--- config.mk ---
export PLATFORM = sky130hd
export DESIGN_NAME = rcfs_top
export DESIGN_NICKNAME = d
export VERILOG_FILES = /design/src/rcfs_pkg.sv /design/src/rcfs_lvl_if.sv /design/src/rcfs_sync.sv /design/src/rcfs_top.sv
export SDC_FILE = /design/constraint.sdc
export NUM_CORES = 1
export LEC_CHECK = 0
export BUFFER_PORTS_ARGS = -buffer_cell sky130_fd_sc_hd__buf_2
export CORE_MARGIN = 2
export CORE_UTILIZATION = 53
export CTS_CLUSTER_DIAMETER = 100
export DETAILED_ROUTE_END_ITERATION = 10
export PLACE_DENSITY = 0.85
export SLEW_MARGIN = 25
export SYNTH_ARGS = -nofsm -noshare
export SYNTH_HDL_FRONTEND = slang
export SYNTH_SLANG_ARGS = --single-unit
--- constraint.sdc ---
create_clock -name pclk -period 1.5 [get_ports pclk]
set_clock_uncertainty 0.05 [all_clocks]
set_input_delay 0.075 -clock pclk [delete_from_list [all_inputs] [get_ports pclk]]
set_output_delay 0.075 -clock pclk [all_outputs]
set_load 0.02 [all_outputs]
--- src/rcfs_pkg.sv ---
// Package: register map, field positions and reset values of the reset cause and fault status block
package rcfs_pkg;
  // APB address width and register byte offsets
  localparam int ADDR_W = 12;
  localparam logic [ADDR_W-1:0] BOR_CTL_OFF = 12'h030;
  localparam logic [ADDR_W-1:0] INT_MASK_OFF = 12'h054;
  localparam logic [ADDR_W-1:0] FAULT_STAT_OFF = 12'h058;
  localparam logic [ADDR_W-1:0] RESET_CAUSE_OFF = 12'h05c;
  // Fault status and mask layout (same positions in both registers)
  localparam int STAT_W = 7;
  localparam int BOR_BIT = 1;
  localparam int LDO_BIT = 2;
  localparam int MOF_BIT = 3;
  localparam int IOF_BIT = 4;
  localparam int PLL_BIT = 6;
  localparam logic [STAT_W-1:0] STAT_USED = 7'h5e;
  localparam logic [STAT_W-1:0] STAT_RST = 7'h00;
  // Brown-out control: interrupt (0) or reset (1) select
  localparam int BOR_SEL_BIT = 1;
  localparam logic [1:0] BOR_CTL_RST = 2'h0;
  // Reset cause layout
  localparam int CAUSE_W = 6;
  localparam int EXT_BIT = 0;
  localparam int POR_BIT = 1;
  localparam int BORR_BIT = 2;
  localparam int WDOG_BIT = 3;
  localparam int SWR_BIT = 4;
  localparam int LDOR_BIT = 5;
  localparam logic [CAUSE_W-1:0] CAUSE_POR_VAL = 6'h02;
  localparam logic [CAUSE_W-1:0] CAUSE_EXT_VAL = 6'h01;
  // Synchronised input vector: five faults then five reset sources
  localparam int NUM_IN = 10;
  localparam int IN_BOR = 0;
  localparam int IN_LDO = 1;
  localparam int IN_MOF = 2;
  localparam int IN_IOF = 3;
  localparam int IN_PLL = 4;
  localparam int IN_EXT = 5;
  localparam int IN_BORR = 6;
  localparam int IN_WDT = 7;
  localparam int IN_SWR = 8;
  localparam int IN_LDOR = 9;
endpackage : rcfs_pkg

--- src/rcfs_lvl_if.sv ---
// Interface: filtered input levels passed from the synchroniser to the core
`timescale 1ns/100ps
`default_nettype none
interface rcfs_lvl_if #(parameter int W = 1);
  logic [W-1:0] level;
  // Synchroniser drives, core reads
  modport src (output level);
  modport dst (input level);
endinterface : rcfs_lvl_if
`default_nettype wire

--- src/rcfs_sync.sv ---
// Module: three-flop synchroniser with agreement filter for asynchronous inputs
`timescale 1ns/100ps
`default_nettype none
module rcfs_sync #(
  parameter int W = 1
) (
  // Clock and reset
  input wire logic pclk,
  input wire logic presetn,
  // Asynchronous inputs
  input wire logic [W-1:0] async_in,
  // Filtered levels
  rcfs_lvl_if.src lvl
);
  logic [W-1:0] s1_reg;
  logic [W-1:0] s2_reg;
  logic [W-1:0] s3_reg;
  logic [W-1:0] filt_reg;
  logic [W-1:0] agree;
  logic [W-1:0] filt_next;

  // Only the second and third stages are compared; first stage may be metastable
  assign agree = ~(s2_reg ^ s3_reg);
  assign filt_next = (filt_reg & ~agree) | (s3_reg & agree);
  assign lvl.level = filt_reg;

  // Shift chain
  always_ff @(posedge pclk or negedge presetn) begin
    if (!presetn) begin
      s1_reg <= '0;
      s2_reg <= '0;
      s3_reg <= '0;
      filt_reg <= '0;
    end else begin
      s1_reg <= async_in;
      s2_reg <= s1_reg;
      s3_reg <= s2_reg;
      filt_reg <= filt_next;
    end
  end
endmodule : rcfs_sync
`default_nettype wire

--- src/rcfs_top.sv ---
// Module: reset cause register and masked fault status with an APB slave
//
// Register access over APB was left to the implementer.
`timescale 1ns/100ps
`default_nettype none
// Functional notes
// Oscillator faults set their masked status flags
// Unregulated regulator sets status bit 2
// Detected brown-out sets status bit 1
// Brown-out reported only if masked, interrupt-selected
// Writing one clears status flag; zero keeps
// Cause register shows reset source, not constant
// Pin reset sets bit 0, clears others
// Other sources accumulate on earlier flags
// Regulator-loss reset sets cause bit 5
// Software reset sets cause bit 4
// Watchdog reset sets cause bit 3
// Brown-out reset sets cause bit 2
// Power-on reset sets cause bit 1
// Pin reset sets cause bit 0
// PLL ready sets bit 6, one clears
// Cause writable; bits 31:6 read zero
module rcfs_top (
  // Clock and reset
  input wire logic pclk,
  input wire logic presetn,
  // APB slave
  input wire logic [rcfs_pkg::ADDR_W-1:0] paddr,
  input wire logic psel,
  input wire logic penable,
  input wire logic pwrite,
  input wire logic [31:0] pwdata,
  output logic [31:0] prdata,
  output logic pready,
  output logic pslverr,
  // Fault detectors (asynchronous levels)
  input wire logic brownout_det,
  input wire logic regulator_unreg,
  input wire logic main_osc_fault,
  input wire logic internal_osc_fault,
  input wire logic pll_ready_expired,
  // Reset sources (asynchronous, high while the source fires)
  input wire logic ext_pin_reset,
  input wire logic brownout_reset,
  input wire logic watchdog_reset,
  input wire logic software_reset,
  input wire logic regulator_reset,
  // Brown-out routed to reset instead of interrupt
  output logic brownout_reset_req
);
  // Address match on an aligned word
  function automatic logic word_hit(input logic [rcfs_pkg::ADDR_W-1:0] a,
                                    input logic [rcfs_pkg::ADDR_W-1:0] off);
    word_hit = (a[rcfs_pkg::ADDR_W-1:2] == off[rcfs_pkg::ADDR_W-1:2]);
  endfunction : word_hit

  rcfs_lvl_if #(.W(rcfs_pkg::NUM_IN)) lvl_if ();

  logic [rcfs_pkg::NUM_IN-1:0] pins;
  logic [rcfs_pkg::NUM_IN-1:0] lvl;
  logic [rcfs_pkg::NUM_IN-1:0] prev_reg;
  logic [rcfs_pkg::NUM_IN-1:0] rise;
  logic [rcfs_pkg::STAT_W-1:0] status_reg;
  logic [rcfs_pkg::STAT_W-1:0] status_next;
  logic [rcfs_pkg::STAT_W-1:0] mask_reg;
  logic [rcfs_pkg::STAT_W-1:0] mask_next;
  logic [rcfs_pkg::STAT_W-1:0] stat_set;
  logic [rcfs_pkg::STAT_W-1:0] stat_clr;
  logic [1:0] bor_ctl_reg;
  logic [1:0] bor_ctl_next;
  logic [rcfs_pkg::CAUSE_W-1:0] cause_reg;
  logic [rcfs_pkg::CAUSE_W-1:0] cause_next;
  logic [rcfs_pkg::CAUSE_W-1:0] cause_base;
  logic [rcfs_pkg::CAUSE_W-1:0] cause_set;
  logic [31:0] rdata_next;
  logic hit_bor;
  logic hit_mask;
  logic hit_stat;
  logic hit_cause;
  logic mapped;
  logic setup_rd;
  logic wr_en;
  logic bor_int_sel;
  logic ext_rise;

  // Pin inputs into the synchroniser
  assign pins = {regulator_reset, software_reset, watchdog_reset, brownout_reset, ext_pin_reset,
                 pll_ready_expired, internal_osc_fault, main_osc_fault, regulator_unreg, brownout_det};

  rcfs_sync #(.W(rcfs_pkg::NUM_IN)) u_sync (
    .pclk(pclk),
    .presetn(presetn),
    .async_in(pins),
    .lvl(lvl_if.src)
  );

  assign lvl = lvl_if.level;
  // Reset sources count once per assertion, so take rising edges
  assign rise = lvl & ~prev_reg;
  assign ext_rise = rise[rcfs_pkg::IN_EXT];

  // APB decode; zero wait states, error on unmapped word
  assign hit_bor = word_hit(paddr, rcfs_pkg::BOR_CTL_OFF);
  assign hit_mask = word_hit(paddr, rcfs_pkg::INT_MASK_OFF);
  assign hit_stat = word_hit(paddr, rcfs_pkg::FAULT_STAT_OFF);
  assign hit_cause = word_hit(paddr, rcfs_pkg::RESET_CAUSE_OFF);
  assign mapped = hit_bor | hit_mask | hit_stat | hit_cause;
  assign pready = 1'b1;
  assign pslverr = psel & penable & ~mapped;
  assign setup_rd = psel & ~penable & ~pwrite;
  assign wr_en = psel & penable & pwrite & mapped;

  // Read mux; unused upper bits read zero
  // upper bits zero
  assign rdata_next = hit_cause ? {{(32 - rcfs_pkg::CAUSE_W){1'b0}}, cause_reg} :
                      hit_stat ? {{(32 - rcfs_pkg::STAT_W){1'b0}}, status_reg} :
                      hit_mask ? {{(32 - rcfs_pkg::STAT_W){1'b0}}, mask_reg} :
                      hit_bor ? {30'h0000_0000, bor_ctl_reg} : 32'h0000_0000;

  // Brown-out select: cleared means interrupt, set means reset request
  assign bor_int_sel = ~bor_ctl_reg[rcfs_pkg::BOR_SEL_BIT];
  assign brownout_reset_req = lvl[rcfs_pkg::IN_BOR] & bor_ctl_reg[rcfs_pkg::BOR_SEL_BIT];

  // Control registers, used bits only
  assign mask_next = (wr_en & hit_mask) ? (pwdata[rcfs_pkg::STAT_W-1:0] & rcfs_pkg::STAT_USED) : mask_reg;
  assign bor_ctl_next = (wr_en & hit_bor) ? {pwdata[rcfs_pkg::BOR_SEL_BIT], 1'b0} : bor_ctl_reg;

  // Fault flags gated by the mask; a still-present fault re-sets after clearing
  // oscillator fault flags
  assign stat_set[rcfs_pkg::MOF_BIT] = lvl[rcfs_pkg::IN_MOF] & mask_reg[rcfs_pkg::MOF_BIT];
  assign stat_set[rcfs_pkg::IOF_BIT] = lvl[rcfs_pkg::IN_IOF] & mask_reg[rcfs_pkg::IOF_BIT];
  // regulator loss flag
  assign stat_set[rcfs_pkg::LDO_BIT] = lvl[rcfs_pkg::IN_LDO] & mask_reg[rcfs_pkg::LDO_BIT];
  // brown-out flag
  // mask and select gate
  assign stat_set[rcfs_pkg::BOR_BIT] = lvl[rcfs_pkg::IN_BOR] & mask_reg[rcfs_pkg::BOR_BIT] & bor_int_sel;
  // PLL ready flag
  assign stat_set[rcfs_pkg::PLL_BIT] = lvl[rcfs_pkg::IN_PLL] & mask_reg[rcfs_pkg::PLL_BIT];
  assign stat_set[0] = 1'b0;
  assign stat_set[5] = 1'b0;

  // write one clears
  assign stat_clr = (wr_en & hit_stat) ? pwdata[rcfs_pkg::STAT_W-1:0] : '0;
  // Set beats clear so an event during the write is kept
  assign status_next = ((status_reg & ~stat_clr) | stat_set) & rcfs_pkg::STAT_USED;

  // Software may rewrite the cause bits; later events still land on top
  // cause writable
  assign cause_base = (wr_en & hit_cause) ? pwdata[rcfs_pkg::CAUSE_W-1:0] : cause_reg;
  // regulator-loss cause
  assign cause_set[rcfs_pkg::LDOR_BIT] = rise[rcfs_pkg::IN_LDOR];
  // software cause
  assign cause_set[rcfs_pkg::SWR_BIT] = rise[rcfs_pkg::IN_SWR];
  // watchdog cause
  assign cause_set[rcfs_pkg::WDOG_BIT] = rise[rcfs_pkg::IN_WDT];
  // brown-out cause
  assign cause_set[rcfs_pkg::BORR_BIT] = rise[rcfs_pkg::IN_BORR];
  // Power-on is only seen through presetn
  assign cause_set[rcfs_pkg::POR_BIT] = 1'b0;
  assign cause_set[rcfs_pkg::EXT_BIT] = 1'b0;
  // pin reset clears others
  // pin cause
  // other causes accumulate
  assign cause_next = ext_rise ? rcfs_pkg::CAUSE_EXT_VAL : (cause_base | cause_set);

  // Edge history and read data capture in the setup phase
  always_ff @(posedge pclk or negedge presetn) begin
    if (!presetn) begin
      prev_reg <= '0;
      prdata <= 32'h0000_0000;
    end else begin
      prev_reg <= lvl;
      prdata <= setup_rd ? rdata_next : prdata;
    end
  end

  // Fault status and control registers
  always_ff @(posedge pclk or negedge presetn) begin
    if (!presetn) begin
      status_reg <= rcfs_pkg::STAT_RST;
      mask_reg <= rcfs_pkg::STAT_RST;
      bor_ctl_reg <= rcfs_pkg::BOR_CTL_RST;
    end else begin
      status_reg <= status_next;
      mask_reg <= mask_next;
      bor_ctl_reg <= bor_ctl_next;
    end
  end

  // Cause register; presetn is the power-on reset of this always-on logic
  // source, not constant
  // power-on cause
  always_ff @(posedge pclk or negedge presetn) begin
    if (!presetn) begin
      cause_reg <= rcfs_pkg::CAUSE_POR_VAL;
    end else begin
      cause_reg <= cause_next;
    end
  end
endmodule : rcfs_top
`default_nettype wire

# Word level (Yosys, flattened, before mapping)
# Index checks and enable logic that the tools add are counted.
[totals]
ff_bits = 99
input_bits = 59
word_cells = 57
[classes]
eq_ne = 4
n_mux = 7
bitwise_logic = 36
[ops]
columns = ["op", "count"]
rows = [
  ["$and A10 B10 Y10", 3],
  ["$eq A10 B5 Y1 const B", 3],
  ["$not A10 Y10", 3],
  ["$mux W7", 4],
  ["$and A1 B1 Y1", 17],
  ["$mux W6", 2],
  ["$eq A10 B4 Y1 const B", 1],
  ["$or A10 B10 Y10", 1],
  ["$xor A10 B10 Y10", 1],
  ["$and A7 B7 Y7", 1],
  ["$not A7 Y7", 1],
  ["$or A7 B7 Y7", 1],
  ["$or A6 B6 Y6", 1],
  ["$not A1 Y1", 4],
  ["$or A1 B1 Y1", 3],
  ["$mux W2", 1],
]

# Longest topological paths before layout
[logic_depth]
word_depth = 10
depth_mapped = 6

# Cells and area by module
# From an unflattened synthesis, not the netlist that was laid out.
[hier_totals]
hier_cells = 197
hier_area_um2 = 2668.8
[by_module_without_submodules]
columns = ["module", "n_inst", "cells_per_inst", "area_each_um2", "seq_area_each_um2"]
rows = [
  ["rcfs_top", 1, 147, 1555.2, 726.9],
  ["rcfs_sync", 1, 50, 1113.6, 1001.0],
]

# Worst setup path before layout
# No wires, ideal clock.
[synth_path]
kind = "in2reg"
start = "in paddr[7] in the netlist's numbering"
end = "reg cause_reg[0] in the netlist's numbering"
arrival_ns = 1.548
slack_ns = -0.222
path_stages = 4
n_path_buf = 1
cell_sequence = "or4b_4 or4b_4 buf_6 a211o_1"
[synth_via]
elab_chain_cells = 9
elab_cells_between_ends = 12
classes_between = "eq/ne: 4; mux: 2; bitwise: 6"
[synth_lines]
columns = ["element", "line_no", "rtl"]
rows = [
  ["start, declared", "rcfs_top.sv:28", "input wire logic [rcfs_pkg::ADDR_W-1:0] paddr,"],
  ["$eq A10 B4 Y1 or $eq A10 B5 Y1 (tied branches)", "rcfs_top.sv:54", "word_hit = (a[rcfs_pkg::ADDR_W-1:2] == off[rcfs_pkg::ADDR_W-1:2]);"],
  ["$or A1 B1 Y1 (3 in a row)", "rcfs_top.sv:107", "assign mapped = hit_bor | hit_mask | hit_stat | hit_cause;"],
  ["$and A1 B1 Y1", "rcfs_top.sv:111", "assign wr_en = psel & penable & pwrite & mapped;"],
  ["$and A1 B1 Y1 *", "rcfs_top.sv:149", "assign cause_base = (wr_en & hit_cause) ? pwdata[rcfs_pkg::CAUSE_W-1:0] : cause_reg;"],
  ["$mux W6 *", "rcfs_top.sv:149", ""],
  ["$or A6 B6 Y6 *", "rcfs_top.sv:164", "assign cause_next = ext_rise ? rcfs_pkg::CAUSE_EXT_VAL : (cause_base | cause_set);"],
  ["$mux W6 *", "rcfs_top.sv:164", ""],
  ["end signal, assigned", "rcfs_top.sv:195", "cause_reg <= rcfs_pkg::CAUSE_POR_VAL;"],
  ["end signal, assigned", "rcfs_top.sv:197", "cause_reg <= cause_next;"],
  ["end, declared", "rcfs_top.sv:71", "logic [rcfs_pkg::CAUSE_W-1:0] cause_reg;"],
]
# Mark *: on every way between the ends. The rest lies on a longest branch, timed or not.
# A chain may end at the register's enable or synchronous reset.

# Worst setup path in the final report
[layout_path]
start = "in paddr[8] in the netlist's numbering"
end = "reg cause_reg[0] in the netlist's numbering"
# Same word-level chain as after synthesis.

==> results.json <==
{
  "globalRouteTotalUtil_pct": 18.0,
  "synth_cells": 193,
  "data_arrival_critical_path_ps": 1640,
  "unrepaired_setup_endpoints_after_global_routing": "false",
  "coreArea_sq_um": 4750,
  "holdPathEnd": "cause_reg[0]",
  "place_area_sq_um": 2880,
  "cp_cell_sequence": "buf_2, or4b_4, or4b_4, a211o_1",
  "std_cell_rows": 25,
  "leakage_nw": 1.57,
  "h-tree-depth": 3,
  "critical_path_class": "input port to flop",
  "clock_insertion_delay_worst_skew_ps": 330,
  "synthesis.yosys.warnings": 0,
  "floorplan.initialDensity_pct": 55.5,
  "grt_max_degree": 70,
  "period_share_pct": 97.9,
  "n_fill_cell": 363,
  "post-route-drc-count": 0,
  "critical_path.most_common_cell": "or4b_4",
  "yosys.area.top_type": "dfrtp_1",
  "cell_area_synth_sq_um": 2640,
  "timing.critical_path.from_type": "input port",
  "fmaxAchievable_ghz": 0.681,
  "top_level_ports": 94,
  "final_hpwl_from_detailed_placement_um": 2970,
  "critPathMaxStageDelay_ps": 610,
  "route.vias.total": 1604,
  "critical_path.reg2reg.startpoint": "cause_reg[3]",
  "vdd.ir_drop.worst_mv": 0.793,
  "cts.clk_slew.worst_paths_ps": 70,
  "remaining_global_route_overflow": 0,
  "ff2ff_setup_slack_ps": 430,
  "post-synth-top-area-fraction_pct": 64.5,
  "grt_antenna_before_repair": 0,
  "maximum_buffer_depth_of_the_clock_tree": 2,
  "initialDrtViolationCount": 105,
  "cp_data_required_time_ps": 1670,
  "final_nets": 324,
  "synth_flop_type": "dfrtp_1",
  "worstRegToRegCells": 3,
  "cts_tree": "built",
  "drt-wirelength-per-cell_um": 13.1,
  "sequential_fraction_of_the_synthesis_area_pct": 65.5,
  "chipWidth_um": 74.6,
  "rr_endpoint": "prdata[3]",
  "design.die.area_sq_um": 5560,
  "worst_path_max_delay_cell": "or4b_4",
  "finalSetupTns_ps": 0,
  "global_route_wire_length_before_repair_um": 7290,
  "powerDensity_nw_per_um2": 1170,
  "gpl.final_weighted_congestion": 0.912,
  "ctsRootBufferMaster": "clkbuf_8",
  "postLayoutCoreUtil_pct": 68.2,
  "fp.dieH_um": 74.6,
  "worst_hold_path.num_cells": 4,
  "synth-edff-count": 0,
  "dp_cells": 304,
  "post_route_insts_no_fill": 337,
  "route.antenna.remaining_nets": 0,
  "drv_slew": 0,
  "critical_path.max_fanout": 7,
  "hold_removal_path_class": "input port to flop",
  "number_of_global_route_vias_before_repair": 1600,
  "worstSetupEndpointType": "flop",
  "worst_hold_start": "pwdata[0]",
  "drtPass1Iterations": 4,
  "synthTopCellsByArea": "dfrtp_1 64%, buf_4 7.4%, mux2_2 3.8%",
  "numCtsBuffers": 9,
  "clock_sinks": 69,
  "p_r_area_growth_vs_syn_pct": 22.8,
  "timing.max_cap.violations": 0,
  "final.hold.worst_slack_ps": 49.0,
  "routed_wirelength_um": 4420,
  "postSynthRegisterBits": 69,
  "synthesis.area_per_instance_sq_um": 13.7,
  "setup_viol": 0,
  "synth_cell_type_count": 35,
  "fraction_of_registers_with_async_set_or_reset_after_synthesis_pct": 100,
  "finalHoldViolations": 0,
  "status": "complete, no violations",
  "routed_vias_inst": 4.76,
  "proportion_of_layout_cells_with_a_drive_suffix_above_1_pct": 28.5,
  "cts_repair_resize_count": 0,
  "antenna_cells": 0,
  "finalCriticalPeriod_ps": 1470,
  "io_buffers": 40,
  "post-route-cell-area_sq_um": 3240
}
-- metal layers --
layer	up-vias	global-route usage (%)	wire length (um)
met1	774	22.9	1960
met4	0	7.14	57
li1	766	-	-
met5	-	0	0
met3	5	5.96	265
met2	59	28.8	2140
-- layout make-up --
class                   count  area, sq um  area share, %
repair buffers             67          458           14.1
clock buffers              14          153           4.71
multi-input cells         117          779           24.1
inverters                   1         3.75          0.116
clock inverters             2         35.0           1.08
flip-flops and latches     69         1730           53.3
well taps                  67         83.8           2.59
-- cell usage after synthesis, types with 2 or more instances --
cell	instances
nand4_1	2
dfrtp_1	68
nand2_1	15
a22oi_1	5
conb_1	2
or4b_4	2
mux2i_1	5
maj3_1	10
buf_4	26
nand2b_1	5
mux2_2	9
a22o_1	6
o31ai_1	5
a21oi_1	5
nor2_1	3
nor2b_1	4
clkbuf_1	3
-- worst max path at each step --
stage / startpoint / to / slack [ps] / cells after the start
2_1_floorplan: paddr[8] / cause_reg[0] / -210 / 4
5_1_grt: paddr[8] / cause_reg[2] / 6 / 5
6_report: paddr[8] / cause_reg[0] / 30 / 4
3_5_place_dp: paddr[8] / cause_reg[4] / -330 / 5
4_1_cts: paddr[8] / cause_reg[4] / 30 / 5
3_3_place_gp: paddr[8] / cause_reg[0] / -290 / 4
-- critical path, delay by kind of cell --
| family | cells | cell delay [ps] |
|---|---|---|
| and+or+nand+nor | 2 | 1170 |
| buffers and inverters | 1 | 100 |
| AOI/OAI and AO/OA | 1 | 290 |
-- layout by cell type, fill, tap and decap left out, drive strengths merged, types with 3 or more instances in the layout --
cell type | Yosys | final
nor2b | 4 | 4
dlygate4sd3 | 0 | 17
nand2 | 15 | 15
a22oi | 5 | 5
buf | 27 | 50
conb | 2 | 26
maj3 | 10 | 10
nand2b | 5 | 5
clkbuf | 3 | 14
dfrtp | 68 | 68
o31ai | 5 | 5
a21oi | 5 | 5
a22o | 6 | 6
mux2 | 9 | 9
nor2 | 3 | 3
mux2i | 5 | 5
-- where the power goes --
part	internal [mW]	leakage (nW)	switching, mW
Sequential	1.97	0.838	0.0596
Clock	0.814	0.0947	0.620
Combinational	0.145	0.635	0.179
-- timing repair --
action,in CTS,in global routing
setup buffers,0,0
hold buffers,17,0
endpoints found under the setup margin,0,3
endpoints found under the hold margin,89,0
-- cells by family (layout without fill, tap and decap cells) --
family / after synthesis / after routing / synth area share [%]
mux: 14 / 14 / 5.74
other cells: 2 / 26 / 0.285
fa+ha+maj: 10 / 10 / 3.79
simple gates: 41 / 41 / 9.06
flops: 69 / 69 / 65.5
compound gates: 26 / 26 / 7.25
buf+inv: 31 / 84 / 8.39
-- per-stage QoR --
| stage | power [mW] | setup WS [ps] |
|---|---|---|
| final | 3.79 | 30.9 |
| after global routing | 3.96 | 5.65 |
| after CTS | 3.83 | 26.8 |
| after detailed placement | 2.36 | -332 |
| after global placement | 2.34 | -291 |
| after floorplan | 2.27 | -207 |
No activity file was read; power rests on OpenSTA's default activity.
